--- config.mk ---
export PLATFORM = sky130hd
export DESIGN_NAME = sos_top
export DESIGN_NICKNAME = d
export VERILOG_FILES = /design/src/verilog/sos_sync.v /design/src/verilog/sos_pulse_gen.v /design/src/verilog/sos_top.v
export VERILOG_INCLUDE_DIRS = /design/src /design/src/verilog
export SDC_FILE = /design/constraint.sdc
export NUM_CORES = 1
export LEC_CHECK = 0
export ABC_AREA = 1
export BUFFER_PORTS_ARGS = -buffer_cell sky130_fd_sc_hd__buf_2
export CORE_ASPECT_RATIO = 1.1
export CORE_UTILIZATION = 53
export CTS_CLUSTER_SIZE = 14
export DETAILED_ROUTE_END_ITERATION = 10
export GPL_ROUTABILITY_DRIVEN = 0
export GPL_TIMING_DRIVEN = 0
export HOLD_SLACK_MARGIN = 0.02
export PLACE_DENSITY = 0.72
export SETUP_SLACK_MARGIN = 0.05
export SLEW_MARGIN = 5
export SYNTH_ARGS = -nofsm -noshare
export SYNTH_HDL_FRONTEND = slang
export SYNTH_SLANG_ARGS = --single-unit
--- constraint.sdc ---
create_clock -name clk_i -period 2.5 [get_ports clk_i]
set_input_delay 0.25 -clock clk_i [delete_from_list [all_inputs] [get_ports clk_i]]
set_output_delay 0.25 -clock clk_i [all_outputs]
set_load 0.02 [all_outputs]
--- src/verilog/sos_defs.vh ---
// constants for the safety output supervisor
`ifndef SOS_DEFS_VH
`define SOS_DEFS_VH

// ----------------------------------------
// clock and timing
// ----------------------------------------
`define SOS_CLK_MHZ      100
`define SOS_PULSE_US     640
`define SOS_HOLD_MS      1000
`define SOS_PERIOD_MS    100
`define SOS_CUT_MS       10
`define SOS_SETTLE_US    10

// ----------------------------------------
// register byte offsets
// ----------------------------------------
`define SOS_REG_DUAL     8'h00
`define SOS_REG_TPEN     8'h04
`define SOS_REG_UNUSED   8'h08
`define SOS_REG_EVENT    8'h0C
`define SOS_REG_MASK     8'h10
`define SOS_REG_STATE    8'h14
`define SOS_REG_ERRCLR   8'h18
`define SOS_REG_DATA     8'h1C

// ----------------------------------------
// state register field positions
// ----------------------------------------
`define SOS_ST_DONE      16
`define SOS_ST_PASS      17
`define SOS_ST_HOLD      18
`define SOS_ST_SUPBAD    19
`define SOS_ST_CUT       20
`define SOS_ST_OUT_LSB   8

// ----------------------------------------
// reset values
// ----------------------------------------
`define SOS_RST_CFG      32'h0000_0000
`define SOS_RST_MASK     32'h0000_0000

`endif

--- src/verilog/sos_sync.v ---
// two flip-flop synchroniser for a vector of pin inputs
`timescale 1ns/100ps
`default_nettype none

module sos_sync #(
  parameter W = 1
) (
  input  wire         clk_i,
  input  wire         rst_i,
  input  wire [W-1:0] d_i,
  output reg  [W-1:0] q_o
);

  reg [W-1:0] meta;

  // first stage feeds only the second stage
  always @(posedge clk_i) begin
    if (rst_i) begin
      meta <= {W{1'b0}};
      q_o  <= {W{1'b0}};
    end else begin
      meta <= d_i;
      q_o  <= meta;
    end
  end

endmodule

`default_nettype wire

--- src/verilog/sos_pulse_gen.v ---
// off test pulse timing, rotating over the terminals
`timescale 1ns/100ps
`default_nettype none

module sos_pulse_gen #(
  parameter N          = 4,
  parameter SW         = 2,
  parameter PERIOD_CYC = 10000000,
  parameter PULSE_CYC  = 64000
) (
  input  wire          clk_i,
  input  wire          rst_i,
  output reg           pulse_o,
  output reg           chk_o,
  output reg  [SW-1:0] sel_o
);

  reg [31:0] cnt;

  // pulse sits in the last PULSE_CYC cycles of each period
  always @(posedge clk_i) begin
    if (rst_i) begin
      cnt     <= 32'h0000_0000;
      pulse_o <= 1'b0;
      chk_o   <= 1'b0;
      sel_o   <= {SW{1'b0}};
    end else begin
      chk_o <= 1'b0;
      if (cnt == PERIOD_CYC - 1) begin
        cnt     <= 32'h0000_0000;
        pulse_o <= 1'b0;
        chk_o   <= 1'b1;
      end else begin
        cnt <= cnt + 32'h0000_0001;
        if (cnt == PERIOD_CYC - PULSE_CYC - 1)
          pulse_o <= 1'b1;
      end
      // one terminal per period so neighbours are never pulsed together
      if (chk_o) begin
        if (sel_o == N - 1)
          sel_o <= {SW{1'b0}};
        else
          sel_o <= sel_o + {{(SW-1){1'b0}}, 1'b1};
      end
    end
  end

endmodule

`default_nettype wire

--- src/verilog/sos_top.v ---
// safety output supervisor: mapping, diagnosis, supply monitor, shut-off test
//
// Our own choices: the Wishbone register port and the register addresses.
`timescale 1ns/100ps
`default_nettype none
`include "sos_defs.vh"

module sos_top #(
  parameter N          = 4,
  parameter SW         = 2,
  parameter PULSE_CYC  = `SOS_PULSE_US * `SOS_CLK_MHZ,
  parameter HOLD_CYC   = `SOS_HOLD_MS * 1000 * `SOS_CLK_MHZ,
  parameter PERIOD_CYC = `SOS_PERIOD_MS * 1000 * `SOS_CLK_MHZ,
  parameter CUT_CYC    = `SOS_CUT_MS * 1000 * `SOS_CLK_MHZ,
  parameter SETTLE_CYC = `SOS_SETTLE_US * `SOS_CLK_MHZ
) (
  input  wire         clk_i,
  input  wire         rst_i,
  input  wire         wb_cyc_i,
  input  wire         wb_stb_i,
  input  wire         wb_we_i,
  input  wire [7:0]   wb_adr_i,
  input  wire [3:0]   wb_sel_i,
  input  wire [31:0]  wb_dat_i,
  output reg  [31:0]  wb_dat_o,
  output reg          wb_ack_o,
  input  wire [N-1:0] safe_data_i,
  input  wire         refresh_i,
  input  wire [N-1:0] term_fb_i,
  input  wire [N-1:0] oc_i,
  input  wire         pwr_ok_i,
  input  wire         pwr_on_i,
  output reg  [N-1:0] term_o,
  output reg          io_cut_o,
  output reg          irq_o
);

  localparam EW = 2 * N + 2;
  localparam ST_IDLE = 2'b00;
  localparam ST_CUT  = 2'b01;
  localparam ST_DONE = 2'b10;
  localparam [31:0] RST_CFG  = `SOS_RST_CFG;
  localparam [31:0] RST_MASK = `SOS_RST_MASK;

  // ----------------------------------------
  // helpers
  // ----------------------------------------
  function [31:0] merge;
    input [31:0] old;
    input [31:0] nw;
    input [3:0]  sel;
    integer b;
    begin
      for (b = 0; b < 4; b = b + 1)
        merge[b*8 +: 8] = sel[b] ? nw[b*8 +: 8] : old[b*8 +: 8];
    end
  endfunction

  function [31:0] zext;
    input [EW-1:0] v;
    begin
      zext = {{(32-EW){1'b0}}, v};
    end
  endfunction

  // ----------------------------------------
  // pin synchronisers
  // ----------------------------------------
  wire [2*N+1:0] pins_s;
  wire [N-1:0]   fb_s;
  wire [N-1:0]   oc_s;
  wire           pwr_ok_s;
  wire           pwr_on_s;

  sos_sync #(.W(2*N+2)) u_sync (
    .clk_i (clk_i),
    .rst_i (rst_i),
    .d_i   ({pwr_on_i, pwr_ok_i, oc_i, term_fb_i}),
    .q_o   (pins_s)
  );

  assign fb_s     = pins_s[N-1:0];
  assign oc_s     = pins_s[2*N-1:N];
  assign pwr_ok_s = pins_s[2*N];
  assign pwr_on_s = pins_s[2*N+1];

  // ----------------------------------------
  // test pulse timing
  // ----------------------------------------
  wire          tp_pulse;
  wire          tp_chk;
  wire [SW-1:0] tp_sel;

  sos_pulse_gen #(
    .N          (N),
    .SW         (SW),
    .PERIOD_CYC (PERIOD_CYC),
    .PULSE_CYC  (PULSE_CYC)
  ) u_pulse (
    .clk_i   (clk_i),
    .rst_i   (rst_i),
    .pulse_o (tp_pulse),
    .chk_o   (tp_chk),
    .sel_o   (tp_sel)
  );

  // ----------------------------------------
  // registers
  // ----------------------------------------
  reg  [N/2-1:0] cfg_dual;
  reg  [N-1:0]   cfg_tp;
  reg  [N-1:0]   cfg_unused;
  reg  [EW-1:0]  evt;
  reg  [EW-1:0]  evt_mask;
  reg  [N-1:0]   err_lat;
  reg  [31:0]    hold_cnt;
  reg  [31:0]    settle_cnt;
  reg  [31:0]    st_cnt;
  reg  [1:0]     st_state;
  reg            st_pass;
  reg            sup_bad_d;

  wire wb_req = wb_cyc_i & wb_stb_i & ~wb_ack_o;
  wire wb_wr  = wb_req & wb_we_i;

  // ----------------------------------------
  // supply monitor and self-test
  // ----------------------------------------
  wire mon_en  = ~(&cfg_unused) & (st_state == ST_DONE);
  wire sup_bad = mon_en & ~pwr_ok_s;
  wire st_fail = (st_state == ST_DONE) & ~st_pass;
  wire kill    = sup_bad | ~st_pass | (st_state != ST_DONE);

  // start covers both arrival orders of refresh and supply
  always @(posedge clk_i) begin
    if (rst_i) begin
      st_state <= ST_IDLE;
      st_cnt   <= 32'h0000_0000;
      st_pass  <= 1'b0;
      io_cut_o <= 1'b0;
    end else begin
      case (st_state)
        ST_IDLE: begin
          if (refresh_i & pwr_on_s) begin
            st_state <= ST_CUT;
            io_cut_o <= 1'b1;
            st_cnt   <= 32'h0000_0000;
          end
        end
        ST_CUT: begin
          if (st_cnt == CUT_CYC - 1) begin
            st_state <= ST_DONE;
            st_pass  <= ~pwr_on_s;
            io_cut_o <= 1'b0;
          end else begin
            st_cnt <= st_cnt + 32'h0000_0001;
          end
        end
        ST_DONE: begin
          st_state <= ST_DONE;
        end
        default: begin
          st_state <= ST_IDLE;
          io_cut_o <= 1'b0;
        end
      endcase
    end
  end

  // ----------------------------------------
  // output mapping and diagnosis
  // ----------------------------------------
  reg [N-1:0] want;
  reg [N-1:0] err_pair;
  reg [N-1:0] pulsing;
  reg [N-1:0] wire_err;
  reg [N-1:0] next_term;
  integer i;

  always @* begin
    want     = {N{1'b0}};
    err_pair = {N{1'b0}};
    pulsing  = {N{1'b0}};
    wire_err = {N{1'b0}};
    for (i = 0; i < N; i = i + 1) begin
      if (cfg_dual[i/2]) begin
        want[i]     = safe_data_i[i - (i % 2)];
        err_pair[i] = err_lat[i - (i % 2)] | err_lat[i - (i % 2) + 1];
      end else begin
        want[i]     = safe_data_i[i];
        err_pair[i] = err_lat[i];
      end
      want[i] = want[i] & ~cfg_unused[i];
      // gated on want: gating on term_o would switch the pulse off again next cycle
      pulsing[i] = cfg_tp[i] & tp_pulse & (tp_sel == i) & want[i];
      if (settle_cnt == SETTLE_CYC && !cfg_unused[i]) begin
        // off but high: supply contact or short to an on neighbour
        if (!term_o[i] && !pulsing[i] && fb_s[i] && !(cfg_tp[i] && tp_sel == i && tp_chk))
          wire_err[i] = 1'b1;
        // on but low: ground fault
        if (term_o[i] && fb_s[i] == 1'b0)
          wire_err[i] = 1'b1;
      end
      // still high at the end of its off pulse: stuck high or on-on short
      if (cfg_tp[i] && tp_chk && tp_sel == i && want[i] && fb_s[i])
        wire_err[i] = 1'b1;
    end
    next_term = want & ~err_pair & ~oc_s & ~pulsing & {N{~kill}};
  end

  always @(posedge clk_i) begin
    if (rst_i) begin
      term_o     <= {N{1'b0}};
      settle_cnt <= 32'h0000_0000;
    end else begin
      term_o <= next_term;
      // diagnosis waits for the wiring to settle after each edge
      if (next_term != term_o)
        settle_cnt <= 32'h0000_0000;
      else if (settle_cnt != SETTLE_CYC)
        settle_cnt <= settle_cnt + 32'h0000_0001;
    end
  end

  // ----------------------------------------
  // error latch and hold timer
  // ----------------------------------------
  wire [N-1:0] err_set   = wire_err | oc_s;
  wire         hold_busy = (hold_cnt != 32'h0000_0000);
  wire         clr_hit   = wb_wr & (wb_adr_i == `SOS_REG_ERRCLR) & wb_sel_i[0];
  wire [N-1:0] err_clr   = (clr_hit & ~hold_busy) ? wb_dat_i[N-1:0] : {N{1'b0}};

  always @(posedge clk_i) begin
    if (rst_i) begin
      err_lat  <= {N{1'b0}};
      hold_cnt <= 32'h0000_0000;
    end else begin
      err_lat <= (err_lat & ~err_clr) | err_set;
      // clear refused until a full second has passed since the last error set
      if (|err_set)
        hold_cnt <= HOLD_CYC;
      else if (hold_busy)
        hold_cnt <= hold_cnt - 32'h0000_0001;
    end
  end

  // ----------------------------------------
  // events and interrupt
  // ----------------------------------------
  wire [EW-1:0] evt_set = {st_fail & (st_cnt == CUT_CYC - 1),
                           sup_bad & ~sup_bad_d,
                           oc_s,
                           wire_err};
  wire [31:0]   w1c_wr  = merge(32'h0000_0000, wb_dat_i, wb_sel_i);
  wire [EW-1:0] evt_w1c = (wb_wr && wb_adr_i == `SOS_REG_EVENT) ?
                          w1c_wr[EW-1:0] : {EW{1'b0}};

  always @(posedge clk_i) begin
    if (rst_i) begin
      evt       <= {EW{1'b0}};
      sup_bad_d <= 1'b0;
      irq_o     <= 1'b0;
    end else begin
      sup_bad_d <= sup_bad;
      evt       <= (evt & ~evt_w1c) | evt_set;
      irq_o     <= |(evt & evt_mask);
    end
  end

  // ----------------------------------------
  // wishbone slave
  // ----------------------------------------
  wire [31:0] state_word = {11'h000, io_cut_o, sup_bad, hold_busy, st_pass,
                            st_state == ST_DONE, {(8-N){1'b0}}, term_o,
                            {(8-N){1'b0}}, err_lat};
  wire [31:0] dual_wr    = merge({{(32-N/2){1'b0}}, cfg_dual}, wb_dat_i, wb_sel_i);
  wire [31:0] tp_wr      = merge({{(32-N){1'b0}}, cfg_tp}, wb_dat_i, wb_sel_i);
  wire [31:0] unus_wr    = merge({{(32-N){1'b0}}, cfg_unused}, wb_dat_i, wb_sel_i);
  wire [31:0] mask_wr    = merge(zext(evt_mask), wb_dat_i, wb_sel_i);

  always @(posedge clk_i) begin
    if (rst_i) begin
      wb_ack_o   <= 1'b0;
      wb_dat_o   <= 32'h0000_0000;
      cfg_dual   <= RST_CFG[N/2-1:0];
      cfg_tp     <= RST_CFG[N-1:0];
      cfg_unused <= RST_CFG[N-1:0];
      evt_mask   <= RST_MASK[EW-1:0];
    end else begin
      wb_ack_o <= wb_req;
      wb_dat_o <= 32'h0000_0000;
      if (wb_wr) begin
        case (wb_adr_i)
          `SOS_REG_DUAL:   cfg_dual   <= dual_wr[N/2-1:0];
          `SOS_REG_TPEN:   cfg_tp     <= tp_wr[N-1:0];
          `SOS_REG_UNUSED: cfg_unused <= unus_wr[N-1:0];
          `SOS_REG_MASK:   evt_mask   <= mask_wr[EW-1:0];
          default:         evt_mask   <= evt_mask;
        endcase
      end else if (wb_req) begin
        case (wb_adr_i)
          `SOS_REG_DUAL:   wb_dat_o <= {{(32-N/2){1'b0}}, cfg_dual};
          `SOS_REG_TPEN:   wb_dat_o <= {{(32-N){1'b0}}, cfg_tp};
          `SOS_REG_UNUSED: wb_dat_o <= {{(32-N){1'b0}}, cfg_unused};
          `SOS_REG_EVENT:  wb_dat_o <= zext(evt);
          `SOS_REG_MASK:   wb_dat_o <= zext(evt_mask);
          `SOS_REG_STATE:  wb_dat_o <= state_word;
          `SOS_REG_DATA:   wb_dat_o <= {{(32-N){1'b0}}, safe_data_i};
          default:         wb_dat_o <= 32'h0000_0000;
        endcase
      end
    end
  end

endmodule

`default_nettype wire

# Word level (Yosys, flattened, before mapping)
# Index checks and enable logic that the tools add are counted.
[op_classes]
bitwise_logic = 65
reduce_logical = 83
n_addsub = 5
n_eq_ne = 22
n_mux = 40
[ops]
columns = ["operator", "n"]
rows = [
  ["$pmux 21 s7", 1],
  ["$add 32x1->32 const B", 3],
  ["$eq 32x24->1 const B", 2],
  ["$mux 32", 2],
  ["$pmux 32 s2", 1],
  ["$mux 27", 2],
  ["$logic_and 1x1->1", 45],
  ["$eq 32x10->1 const B", 1],
  ["$eq 32x20->1 const B", 1],
  ["$eq 8x5->1 const B", 4],
  ["$ne 32x10->1 const B", 1],
  ["$reduce_bool 32->1", 1],
  ["$sub 32x1->32 const B", 1],
  ["$and 1x1->1", 28],
  ["$mux 1", 25],
  ["$reduce_and 3->1", 7],
  ["$and 10x10->10", 2],
  ["$and 4x4->4", 5],
  ["$not 1->1", 18],
  ["$eq 8x4->1 const B", 2],
  ["$logic_not 1->1", 16],
  ["$not 4->4", 4],
  ["$mux 10", 1],
  ["$not 10->10", 1],
  ["24 further kinds", 41],
]
[word_totals]
output_inout_bits = 39
elab_cells = 240
reg_bits = 229
in_bits = 64

# Depth between registers and ports, before layout
# Gate-level depths: netlist of the first run.
[depth]
word_depth = 14
ltp_mapped = 15
depth_no_buf = 14

# Cells and area by module
# A second synthesis of the first run with hierarchy kept.
[unflattened]
cells_unflattened = 1772
hier_area_um2 = 11663.7
[by_module_without_submodules]
columns = ["module", "cells_each", "seq_area_each_um2", "area_per_inst_um2", "instances"]
rows = [
  ["sos_top", 1372, 3163.0, 9016.1, 1],
  ["sos_pulse_gen", 338, 720.7, 2074.5, 1],
  ["sos_sync", 62, 400.4, 573.0, 1],
]

# Worst setup path before layout of the first run
# OpenSTA, ideal clock, no wires.
[synth_timing]
kind = "reg2reg"
from = "register st_cnt[0]"
to = "register st_cnt[6]"
setup_slack_ps = 639
path_stages_with_launch = 12
t_arrival_ps = 1729
required_time_ps = 2368
n_path_buf = 1
period_less_slack_ps = 1861
setup_ps = 132
cell_sequence = "dfxtp_1 > ha_1 > nand2_1 > nor2_4 > nand3_2 > nor3_2 > nand3_2 > nand3_2 > inv_2 > buf_2 > nand3_1 > a21oi_1"
[synth_via]
elab_chain_len = 3
word_cells_on_any_way = 6
classes_between = "1 x add/sub; 2 x eq/ne; 2 x mux; 1 x reduce/logical"
[synth_rtl]
columns = ["element", "line", "source"]
rows = [
  ["start: declaration", "sos_top.v:118", "reg [31:0] st_cnt;"],
  ["start signal: assignment", "sos_top.v:156", "st_cnt <= st_cnt + 32'h0000_0001;"],
  ["$add 32x1->32 or $eq 32x20->1 (tied branches)", "sos_top.v:156, sos_top.v:151", ""],
  ["$mux 32 or $ne 2x2->1 (tied branches)", "--", ""],
  ["$pmux 32 s2 or $reduce_and 3->1 (tied branches)", "--", ""],
]
# Parallel ways exist; a longest one is shown, timed or not. The select of a mux whose other input is x is not followed.
# A chain may end at the register's enable or synchronous reset.

# Final worst setup path of the first run
[layout_timing]
from = "register wb_ack_o"
to = "register wb_dat_o[19]"
[layout_via]
elab_chain_len = 4
word_cells_on_any_way = 5
classes_between = "4 x bitwise; 1 x reduce/logical"
[layout_rtl]
columns = ["element", "line", "source"]
rows = [
  ["start: declaration", "sos_top.v:26", "output reg wb_ack_o,"],
  ["start signal: assignment", "sos_top.v:290", "wb_ack_o <= wb_req;"],
  ["$not 1->1 (*)", "sos_top.v:123", "wire wb_req = wb_cyc_i & wb_stb_i & ~wb_ack_o;"],
  ["$and 1x1->1 (*)", "sos_top.v:123", ""],
  ["$and 1x1->1 or $not 1->1 (tied branches)", "--", ""],
  ["$reduce_or 3->1 (no source line) (*)", "--", ""],
  ["end signal: assignment", "sos_top.v:302", "`SOS_REG_DUAL: wb_dat_o <= {{(32-N/2){1'b0}}, cfg_dual};"],
  ["end signal: assignment", "sos_top.v:303", "`SOS_REG_TPEN: wb_dat_o <= {{(32-N){1'b0}}, cfg_tp};"],
  ["end signal: assignment", "sos_top.v:304", "`SOS_REG_UNUSED: wb_dat_o <= {{(32-N){1'b0}}, cfg_unused};"],
  ["end: declaration", "sos_top.v:25", "output reg [31:0] wb_dat_o,"],
]
# Every way passes the cells marked *; elsewhere a longest branch is shown, timed or not.

==> results of run 1 <==
registers in the layout (all words and copies together) (netlist names), 2 cells and up:
register and cells:
hold_cnt 32, settle_cnt 32, st_cnt 32, u_pulse.cnt 32, wb_dat_o 17, evt 10
evt_mask 10, u_sync.meta 10, u_sync.q_o 10, cfg_tp 4, cfg_unused 4, err_lat 4
term_o 4, cfg_dual 2, st_state 2, u_pulse.sel_o 2
power groups by stage:
stage	logic (W)	clock network, W	registers [W]
after floorplan	0.00115	0	0.00369
after global placement	0.00154	0	0.00371
after detailed placement	0.00156	0	0.00371
after CTS	0.00159	0.00398	0.00364
after global routing	0.00178	0.00411	0.00365
final	0.00159	0.00391	0.00364
layout by cell type, fill, tap and decap left out, types with 12 or more instances in the layout:
cell           synthesis  routed
a21oi_1               93      93
buf_2                 11      73
buf_4                 16      20
clkbuf_1              13      18
clkbuf_16              0      25
conb_1                 1      15
dfxtp_1              214     214
dlygate4sd3_1          0      15
ha_1                  13      13
inv_1                221     221
nand2_1              378     378
nand3_1              113     112
nand4_1               38      38
nor2_1               329     329
nor3_1                43      43
o21ai_0               50      50
or2_2                 12      12
xnor2_1               19      19
xor2_1                54      54
layout make-up:
class	instances	area [um^2]
well taps	256	320
plain buffers	47	288
flip-flops and latches	214	4280
fillers	1965	7660
clock buffers	35	713
repair buffers	81	490
inverters	228	856
multi-input cells	1215	5790
diodes	1	2.50
clock inverters	9	173
through the flow:
step	cells	setup slack [ns]
finish	2086	0.216
global route	2085	0.0476
CTS	2081	0.139
detailed placement	2022	0.0790
global placement	2022	0.121
floorplan	1704	0.639
routing by layer:
layer / share of wire [%] / global-route usage (%)
met5: 0 / 0
met1: 45 / 34.1
met4: 3.2 / 10.2
met2: 45 / 43.6
met3: 7.3 / 4.48
worst reg2reg max path, delay by kind of cell (launching register included):
| family | cells | cell delay [ns] |
|---|---|---|
| simple gates | 5 | 1.06 |
| flops | 1 | 0.31 |
| buf+inv | 2 | 0.83 |
cells by family after synthesis:
kind of cell / synth area share, %
xor+xnor: 5.74
compound gates: 7.76
buf+inv: 10.3
mux: 0.101
simple gates: 36.2
fa+ha+maj: 1.46
other cells: 0.0337
flops: 38.4
cell usage after synthesis (6+ instances only):
| cell type | instances | area share, % |
|---|---|---|
| a21oi_1 | 93 | 4.2 |
| a31oi_1 | 6 | 0.34 |
| buf_2 | 11 | 0.49 |
| buf_4 | 16 | 1.1 |
| clkbuf_1 | 13 | 0.44 |
| dfxtp_1 | 214 | 38 |
| ha_1 | 13 | 1.5 |
| inv_1 | 221 | 7.4 |
| inv_2 | 6 | 0.20 |
| nand2_1 | 378 | 13 |
| nand3_1 | 113 | 5.1 |
| nand3b_1 | 7 | 0.47 |
| nand4_1 | 38 | 2.1 |
| nor2_1 | 329 | 11 |
| nor3_1 | 43 | 1.9 |
| nor3b_1 | 6 | 0.40 |
| nor4_1 | 7 | 0.39 |
| o21ai_0 | 50 | 2.2 |
| or2_2 | 12 | 0.67 |
| xnor2_1 | 19 | 1.5 |
| xor2_1 | 54 | 4.2 |
path summary, 6_finish.rpt:
path / startpoint / end / slack, ns / cells past startpoint
setup / recovery: wb_ack_o / wb_dat_o[19] / 0.22 / 7
hold / removal: wb_dat_i[4] / evt_mask[4] / 0.05 / 3
setup reg to reg: wb_ack_o / wb_dat_o[19] / 0.22 / 7
hold reg to reg: u_sync.meta[1] / u_sync.q_o[1] / 0.40 / 2
repair_timing:
| item | in CTS | in global routing |
|---|---|---|
| setup buffers | 0 | 4 |
| endpoints found under the setup margin | 0 | 34 |
| hold buffers | 15 | 0 |
| hold endpoints to repair | 14 | 0 |
| gates resized for setup | 0 | 3 |
==> impl_results.md, run 1 <==
- Post-DP HPWL: 21.4 mm
- Main synth FF type: dfxtp_1
- Fmax: 0.438 GHz
- Share of layout cells above drive strength 1: 9.29%
- Initial DRC count: 733
- CP Capture Type: flip-flop
- Clock Pin Slew Worst Setup and Hold Paths: 0.06 ns
- Sw power: 0.00260 W
- Clock sink count: 214
- Via count: 10700
- # H-tree levels: 1
- Layout net count: 1888
- Pre-antenna DRT Iters: 5
- Endpoints failing setup: 0
- Hold Slack: 0.0488 ns
- Crit-path max cell delay: 0.57 ns
- Int Pwr: 0.00653 W
- Clk buf depth: 3
- Post-Syn Area: 0.0111 mm^2
- Fin crit share: 91.3%
- Comb power frac: 17.4%
- Worst slew pin tran: 1.04 ns
- CP cell instances: nand3b_1, dlygate4sd3_1, nor2_1, nand3b_1, inv_1, nand2_1, nor2_1
- Setup TNS: 0 ns
- Yosys cell types: 47
- Min-delay worst type: primary input to flip-flop
- Worst Path Class, Setup: flip-flop to flip-flop
- Slowest stage cell, crit path: dlygate4sd3_1
- DIE WIDTH: 140 um
- Pwr Density: 707 mW/mm^2
- Final hold vios: 0
- Asr flop ratio synth: 0%
- Maximum vdd drop: 0.000567 V
- Post-DRT Antenna Nets: 0
- I/O pin total: 103
- Largest net degree at the start of global routing: 14
- Sequential-to-total area share from yosys stat: 38.4%
- Outcome: complete, no violations
- Critical path arrival: 2.73 ns
- Post-synth EDFFs: 0
- Site Rows: 55
- Number of synthesis warnings: 0
- Mapped Avg Cell Area: 6.59 um^2
- First-pass GRT wire length: 46.6 mm
- RSZ-0062 raised after global routing: yes
- Synth Register Bits: 214
- Grt total ovfl: 0
- CTS tree: done
- Clk Latency, worst-skew pair: 0.53 ns
- Minimum clock period: 2.28 ns
- Vias in the first global route: 9917
- Dpl cell area: 0.0118 mm^2
- Sw Share: 28.5%
- DRC Markers: 0
- Leakage: 5.47 nW
- Final Power: 0.00914 W
- Post-Synthesis Cells: 1690
- DIE AREA: 0.0216 mm^2
- Die Y: 154 um
- I/O Buffers: 62
- Final instance area: 0.0129 mm^2
- Crit start category: flip-flop
- Max Cap Viol: 0
- CP max FO: 7
- Initial Util: 54.2%
- Clk root buf: clkbuf_16
- Max-slew headroom: 29.7%
- Clock network power share: 42.8%
- Slew Viols, Final: 0
- Total track usage: 26.3%
- Via-per-instance ratio: 5.14
- Top delay family on crit path: simple AND/OR/NAND/NOR gates
- WL per Instance: 13.6 um
- Num CTS Buffers: 24
- Final Skew: 0.0118 ns
- CP required: 2.95 ns
- Final WL: 28.4 mm
- Area Growth Syn to Fin: 15.9%
- Worst Path Buf+Inv: 2
- Core Region: 0.0206 mm^2
- Seq pwr share: 39.8%
- Antenna violations before repair: 1
- Final core occ: 62.8%
Note: power is estimated with default switching activity, not from simulation.
==> inputs of run 2 (changes only) <==
--- a/config.mk
+++ b/config.mk
@@ -9,13 +9,12 @@
 export ABC_AREA = 1
 export BUFFER_PORTS_ARGS = -buffer_cell sky130_fd_sc_hd__buf_2
 export CORE_ASPECT_RATIO = 1.1
-export CORE_UTILIZATION = 53
+export CORE_UTILIZATION = 28
 export CTS_CLUSTER_SIZE = 14
 export DETAILED_ROUTE_END_ITERATION = 10
 export GPL_ROUTABILITY_DRIVEN = 0
 export GPL_TIMING_DRIVEN = 0
 export HOLD_SLACK_MARGIN = 0.02
-export PLACE_DENSITY = 0.72
 export SETUP_SLACK_MARGIN = 0.05
 export SLEW_MARGIN = 5
 export SYNTH_ARGS = -nofsm -noshare
==> run 2 against run 1 <==
Net effect: sequential share of layout area shrank 0.72 points; final cell count is 12% higher; first-iteration DRC count is 11% higher; sequential power about the same; clock skew shrank 0.0040 ns; critical endpoint unchanged; largest cell class unchanged; largest power group unchanged.
==> impl_results.md, run 2 (synthesis gave the netlist of run 1 again) <==
- Outcome: complete, no violations (unchanged)
- Max-slew headroom: 44.2% (was 29.7%)
- RSZ-0062 raised after global routing: no (was yes)
- Final hold vios: 0 (unchanged)
- Pwr Density: 692 mW/mm^2 (was 707 mW/mm^2)
- Hold path depth: 3 (unchanged)
- Multi-input logic area: 0.00578 mm^2 (was 0.00579 mm^2)
- Maximum vdd drop: 0.000488 V (was 0.000567 V)
- Die Y: 211 um (was 154 um)
- Antenna violations before repair: 0 (was 1)
- Via count: 10700 (about the same)
- Min-delay worst type: primary input to flip-flop (unchanged)
- Core Region: 0.0392 mm^2 (was 0.0206 mm^2)
- Initial Util: 28.4% (was 54.2%)
- Int Pwr: 0.00642 W (was 0.00653 W)
- CTS tree: done (unchanged)
- Final WL: 30.6 mm (was 28.4 mm)
- Endpoints failing setup: 0 (unchanged)
- Max Cap Viol: 0 (unchanged)
- Slew Viols, Final: 0 (unchanged)
- Clk Latency, worst-skew pair: 0.53 ns (about the same)
- Commonest non-fill, non-tap cell in the layout: nand2_1 (unchanged)
- Total track usage: 15.2% (was 26.3%)
- Critical path arrival: 2.75 ns (was 2.73 ns)
- Fmax: 0.432 GHz (was 0.438 GHz)
- Reg2reg path depth: 7 (unchanged)
- DIE AREA: 0.0406 mm^2 (was 0.0216 mm^2)
- Vias in the first global route: 10100 (was 9917)
- Layout net count: 1887 (was 1888)
- Fin crit share: 92.6% (was 91.3%)
- Sw Share: 29.7% (was 28.5%)
- Post-DP HPWL: 23.8 mm (was 21.4 mm)
- Clock network power share: 42.7% (was 42.8%)
- Sw power: 0.00272 W (was 0.00260 W)
- Crit start category: flip-flop (unchanged)
- CP max FO: 7 (unchanged)
- Area Growth Syn to Fin: 18.5% (was 15.9%)
- Site Rows: 76 (was 55)
- Pre-antenna DRT Iters: 7 (was 5)
- Grt total ovfl: 0 (unchanged)
- Non-Filler Instances: 2337 (was 2086)
- DRC Markers: 0 (unchanged)
- Initial DRC count: 814 (was 733)
- Comb power frac: 17.5% (was 17.4%)
- Clk root buf: clkbuf_16 (unchanged)
- Placed insts: 2273 (was 2022)
- I/O Buffers: 62 (unchanged)
- Post-DRT Antenna Nets: 0 (unchanged)
- Largest net degree at the start of global routing: 14 (unchanged)
- Register area: 0.00428 mm^2 (unchanged)
- Worst slew pin tran: 0.838 ns (was 1.04 ns)
- FILL cells: 4285 (was 1965)
- Clock Pin Slew Worst Setup and Hold Paths: 0.06 ns (about the same)
- Minimum clock period: 2.31 ns (was 2.28 ns)
- Seq pwr share: 39.8% (about the same)
- Via-per-instance ratio: 4.60 (was 5.14)
- Antenna cells: 0 (was 1)
- Leakage: 5.46 nW (was 5.47 nW)
- Final Skew: 0.00776 ns (was 0.0118 ns)
- Num CTS Buffers: 26 (was 24)
- First-pass GRT wire length: 49.9 mm (was 46.6 mm)
- Clock sink count: 214 (unchanged)
- DIE WIDTH: 192 um (was 140 um)
- # H-tree levels: 1 (unchanged)
- Commonest cells after routing, fill and taps aside: nand2_1, nor2_1, inv_1 (unchanged)
- Clk buf depth: 3 (unchanged)
- CP Capture Type: flip-flop (unchanged)
- I/O pin total: 103 (unchanged)
- Worst Path Class, Setup: flip-flop to flip-flop (unchanged)
- WL per Instance: 13.1 um (was 13.6 um)
- CP required: 2.93 ns (was 2.95 ns)
- Share of layout cells above drive strength 1: 9.51% (was 9.29%)
- Setup TNS: 0 ns (unchanged)
-- run 2: worst max-delay path, stage by stage, from the launching register on --
cell and delay [ns]:
dfxtp_1 0.30, nand3b_1 0.17, dlygate4sd3_1 0.59, nor2_1 0.13, nand3b_1 0.30, inv_1 0.26, nand2_2 0.19, nor2_1 0.26
-- run 2: final timing paths --
kind	to	from	slack (ns)
hold reg to reg	u_sync.q_o[2]	u_sync.meta[2]	0.41
setup reg to reg	wb_dat_o[19]	wb_ack_o	0.19
hold / removal	evt_mask[7]	wb_dat_i[7]	0.03
setup / recovery	wb_dat_o[19]	wb_ack_o	0.19
-- run 2: layout make-up --
type	instances	area share, %
Multi-Input combinational cell	1215	43.8
Sequential cell	214	32.4
Inverter	228	6.48
Clock buffer	33	5.52
Tap cell	507	4.80
Timing Repair Buffer	78	3.53
Buffer	47	2.18
Clock inverter	15	1.29
-- run 2: repair_timing --
| item | in CTS | in global routing |
|---|---|---|
| hold buffers | 14 | 0 |
| setup buffers | 0 | 2 |
| hold endpoints to repair | 13 | 0 |
| gates resized for setup | 0 | 2 |
| endpoints found under the setup margin | 0 | 37 |
-- run 2: metrics by stage --
step	util (%)	instance area, um^2	total power (W)	hold slack [ns]	setup slack, ns
4_1_cts	33.6	13200	0.00927	0.0253	0.0904
5_1_grt	33.7	13200	0.00961	0.0359	0.0600
6_report	33.7	13200	0.00914	0.0330	0.185
3_5_place_dp	31.0	12100	0.00528	0.396	0.137
2_1_floorplan	-	11200	0.00484	0.357	0.639
3_3_place_gp	31.0	12100	0.00527	0.395	0.162
-- run 2: routing by layer --
layer,vias up,routed length (um),track usage [%]
met1,4833,13900,19.6
met5,-,0,0
met2,310,13700,24.8
met4,0,1080,6.49
li1,5534,-,-
met3,64,1900,2.44
-- run 2: power groups by stage --
stage               Clock (W)  Sequential [W]  Combinational [W]
floorplan                   0         0.00369            0.00115
global placement            0         0.00371            0.00156
detailed placement          0         0.00371            0.00157
CTS                   0.00403         0.00364            0.00160
global route          0.00416         0.00365            0.00180
finish                0.00390         0.00364            0.00160
==> inputs of run 3 (changes only) <==
--- a/config.mk
+++ b/config.mk
@@ -6,8 +6,8 @@
 export SDC_FILE = /design/constraint.sdc
 export NUM_CORES = 1
 export LEC_CHECK = 0
-export ABC_AREA = 1
 export BUFFER_PORTS_ARGS = -buffer_cell sky130_fd_sc_hd__buf_2
+export CAP_MARGIN = 5
 export CORE_ASPECT_RATIO = 1.1
 export CORE_UTILIZATION = 28
 export CTS_CLUSTER_SIZE = 14
==> run 3 against run 2 <==
Net effect: sequential power about the same; count of clock-buffer cells in the layout is 5 higher; cell area fell by 9.4%; utilization is 1.0 points higher; global-route usage down 1.9 points; non-clock buffer count rose by 18; via count is 22% lower; area after synthesis shrank 11%; combinational power down 48%; setup slack got worse by 0.035 ns; total power decreased by 13%; register-to-register slack lost 0.03 ns; critical endpoint is now err_lat[3]; largest cell class unchanged.
==> impl_results.md, run 3 <==
- Antenna cells: 0 (unchanged)
- Main synth FF type: dfxtp_1 (unchanged)
- Clk root buf: clkbuf_16 (unchanged)
- CP Capture Type: flip-flop (unchanged)
- CTS tree: done (unchanged)
- Synth Register Bits: 214 (unchanged)
- Site Rows: 71 (was 76)
- Clock Pin Slew Worst Setup and Hold Paths: 0.06 ns (about the same)
- RSZ-0062 raised after global routing: no (unchanged)
- Critical path arrival: 2.74 ns (was 2.75 ns)
- # H-tree levels: 1 (unchanged)
- Final WL: 24.6 mm (was 30.6 mm)
- Max-slew headroom: 36.0% (was 44.2%)
- Fin crit share: 94.0% (was 92.6%)
- Non-Filler Instances: 1725 (was 2337)
- Top-area cell type share of the netlist area: 43.3% (was 38.4%)
- Crit start category: flip-flop (unchanged)
- Clk Latency, worst-skew pair: 0.53 ns (about the same)
- Synth top area cells: dfxtp_1, nor2_1, xor2_1, xnor2_1, nand2_1 (was dfxtp_1, nand2_1, nor2_1, inv_1, nand3_1)
- Total track usage: 13.3% (was 15.2%)
- Layout net count: 1345 (was 1887)
- Num CTS Buffers: 25 (was 26)
- Initial Util: 28.7% (was 28.4%)
- Yosys cell types: 66 (was 47)
- Grt total ovfl: 0 (unchanged)
- Minimum clock period: 2.35 ns (was 2.31 ns)
- I/O pin total: 103 (unchanged)
- Commonest cells post-synth: dfxtp_1, nor2_1, nand2_1 (was nand2_1, nor2_1, inv_1)
- Maximum vdd drop: 0.000536 V (was 0.000488 V)
- Post-DRT Antenna Nets: 0 (unchanged)
- Pre-antenna DRT Iters: 5 (was 7)
- Fmax: 0.426 GHz (was 0.432 GHz)
- Core Region: 0.0345 mm^2 (was 0.0392 mm^2)
- Initial DRC count: 468 (was 814)
- Mapped Avg Cell Area: 8.67 um^2 (was 6.59 um^2)
- Asr flop ratio synth: 0% (unchanged)
- Post-DP HPWL: 17.7 mm (was 23.8 mm)
- First-pass GRT wire length: 39.6 mm (was 49.9 mm)
- Sequential-to-total area share from yosys stat: 43.3% (was 38.4%)
- Commonest non-fill, non-tap cell in the layout: dfxtp_1 (was nand2_1)
- Final instance area: 0.0120 mm^2 (was 0.0132 mm^2)
- Clock sink count: 214 (unchanged)
- Largest net degree at the start of global routing: 13 (was 14)
- Placed insts: 1655 (was 2273)
- WL per Instance: 14.3 um (was 13.1 um)
- Post-Synthesis Cells: 1141 (was 1690)
- Slowest stage cell, crit path: or4_4 (was dlygate4sd3_1)
- Crit-path max cell delay: 0.61 ns (was 0.59 ns)
- Synth area leader: dfxtp_1 (unchanged)
- DIE AREA: 0.0361 mm^2 (was 0.0406 mm^2)
- CP max FO: 5 (was 7)
- Pwr Density: 663 mW/mm^2 (was 692 mW/mm^2)
- Vias in the first global route: 7792 (was 10100)
- Final hold vios: 0 (unchanged)
- Via-per-instance ratio: 4.85 (was 4.60)
- Via count: 8374 (was 10700)
- Leakage: 4.34 nW (was 5.46 nW)
- Final worst slack: 0.151 ns (was 0.185 ns)
- Clk buf depth: 3 (unchanged)
- I/O Buffers: 62 (unchanged)
- Reg2reg path depth: 6 (was 7)
- Endpoints failing setup: 0 (unchanged)
- Worst slew pin tran: 0.958 ns (was 0.838 ns)
- Slew Viols, Final: 0 (unchanged)
- Antenna violations before repair: 3 (was 0)
- Final Skew: 0.0268 ns (was 0.00776 ns)
- Dpl cell area: 0.0108 mm^2 (was 0.0121 mm^2)
- Commonest cells after routing, fill and taps aside: dfxtp_1, nor2_1, nand2_1 (was nand2_1, nor2_1, inv_1)
- CP cell instances: or4_4, nor4_4, and4_1, nand4_1, o21ai_0, a31oi_1 (was nand3b_1, dlygate4sd3_1, nor2_1, nand3b_1, inv_1, nand2_2, nor2_1)
- Area Growth Syn to Fin: 20.8% (was 18.5%)
- Die Y: 199 um (was 211 um)
- Share of layout cells above drive strength 1: 13.8% (was 9.51%)
- Max Cap Viol: 0 (unchanged)
- DRC Markers: 0 (unchanged)
- CP required: 2.89 ns (was 2.93 ns)
- Post-Syn Area: 0.00990 mm^2 (was 0.0111 mm^2)
- Min-delay worst type: primary input to flip-flop (unchanged)
- Count leader, synth: dfxtp_1 (was nand2_1)
- Hold path depth: 3 (unchanged)
- Outcome: complete, no violations (unchanged)
- Number of synthesis warnings: 0 (unchanged)
- DIE WIDTH: 181 um (was 192 um)
- Worst Path Class, Setup: flip-flop to flip-flop (unchanged)
- Pre-CTS setup slack: -0.307 ns (was 0.137 ns)
- Post-synth EDFFs: 0 (unchanged)
run 3: cell types whose count changed after synthesis, moves of 19 or more:
cell	change
nor2b_1	+33
nand3_1	-50
a21oi_1	-45
nor2_1	-143
inv_1	-196
xnor2_1	+23
o21ai_0	-36
nand2_1	-292
mux2i_1	+27
clkbuf_1	+19
and3_1	+23
run 3: worst paths after layout:
| path | start | endpoint | slack, ns |
|---|---|---|---|
| worst max-delay path | hold_cnt[20] | err_lat[3] | 0.15 |
| worst min-delay path | wb_dat_i[3] | cfg_unused[3] | 0.04 |
| worst max register to register | hold_cnt[20] | err_lat[3] | 0.15 |
| worst min register to register | u_sync.meta[0] | u_sync.q_o[0] | 0.43 |
run 3: per-layer routing:
layer / part of all wire, % / vias to the layer above / global-route usage [%]
li1: - / 4211 / -
met1: 48 / 3936 / 18.1
met2: 46 / 177 / 21.7
met3: 4.0 / 50 / 1.97
met4: 2.5 / 0 / 4.05
met5: 0 / - / 0
run 3: layout make-up:
type                    count  area [um^2]
clock buffers              38          744
repair buffers             88          548
well taps                 438          548
inverters                  25         93.8
flip-flops and latches    214         4290
fillers                  3538        22500
plain buffers              55          290
clock inverters             8         52.6
multi-input cells         859         5400
run 3: cells by family after synthesis:
logic type | count (synthesis) | share of synthesized area, %
AOI/OAI and AO/OA | 116 | 7.74
buffers and inverters | 82 | 3.79
adders and majority gates | 13 | 1.64
other | 1 | 0.0379
xor gates and xnor gates | 111 | 9.82
muxes | 32 | 3.53
DFF | 214 | 43.3
and+or+nand+nor | 572 | 30.1
run 3: timing repair:
item	in CTS	in global routing
setup endpoints to repair	81	102
cloned	0	0
hold buffers	17	0
endpoints found under the hold margin	16	0
pin swaps	2	6
buffers inserted	2	7
gates resized for setup	8	29
run 3: worst max-delay path, delay by kind of cell (launching register included):
family	cells	cell delay, ns
AOI/OAI and AO/OA	2	0.35
DFF	1	0.37
and+or+nand+nor	4	1.49
run 3: through the flow:
stage / TNS [ns] / power, W / hold slack (ns) / utilization, %
6_report: 0 / 0.00793 / 0.0376 / 34.7
5_1_grt: 0 / 0.00828 / 0.0531 / 34.7
4_1_cts: 0 / 0.00799 / 0.0284 / 34.3
3_5_place_dp: -9.67 / 0.00443 / 0.428 / 31.4
3_3_place_gp: -5.15 / 0.00442 / 0.421 / 31.4
2_1_floorplan: 0 / 0.00423 / 0.338 / -
run 3: report_power, final:
group / leakage, nW / switching, W / internal (W)
logic: 2.21 / 0.000470 / 0.000358
clock network: 0.396 / 0.00144 / 0.00206
registers: 1.74 / 0.000105 / 0.00351
total: 4.34 / 0.00201 / 0.00592
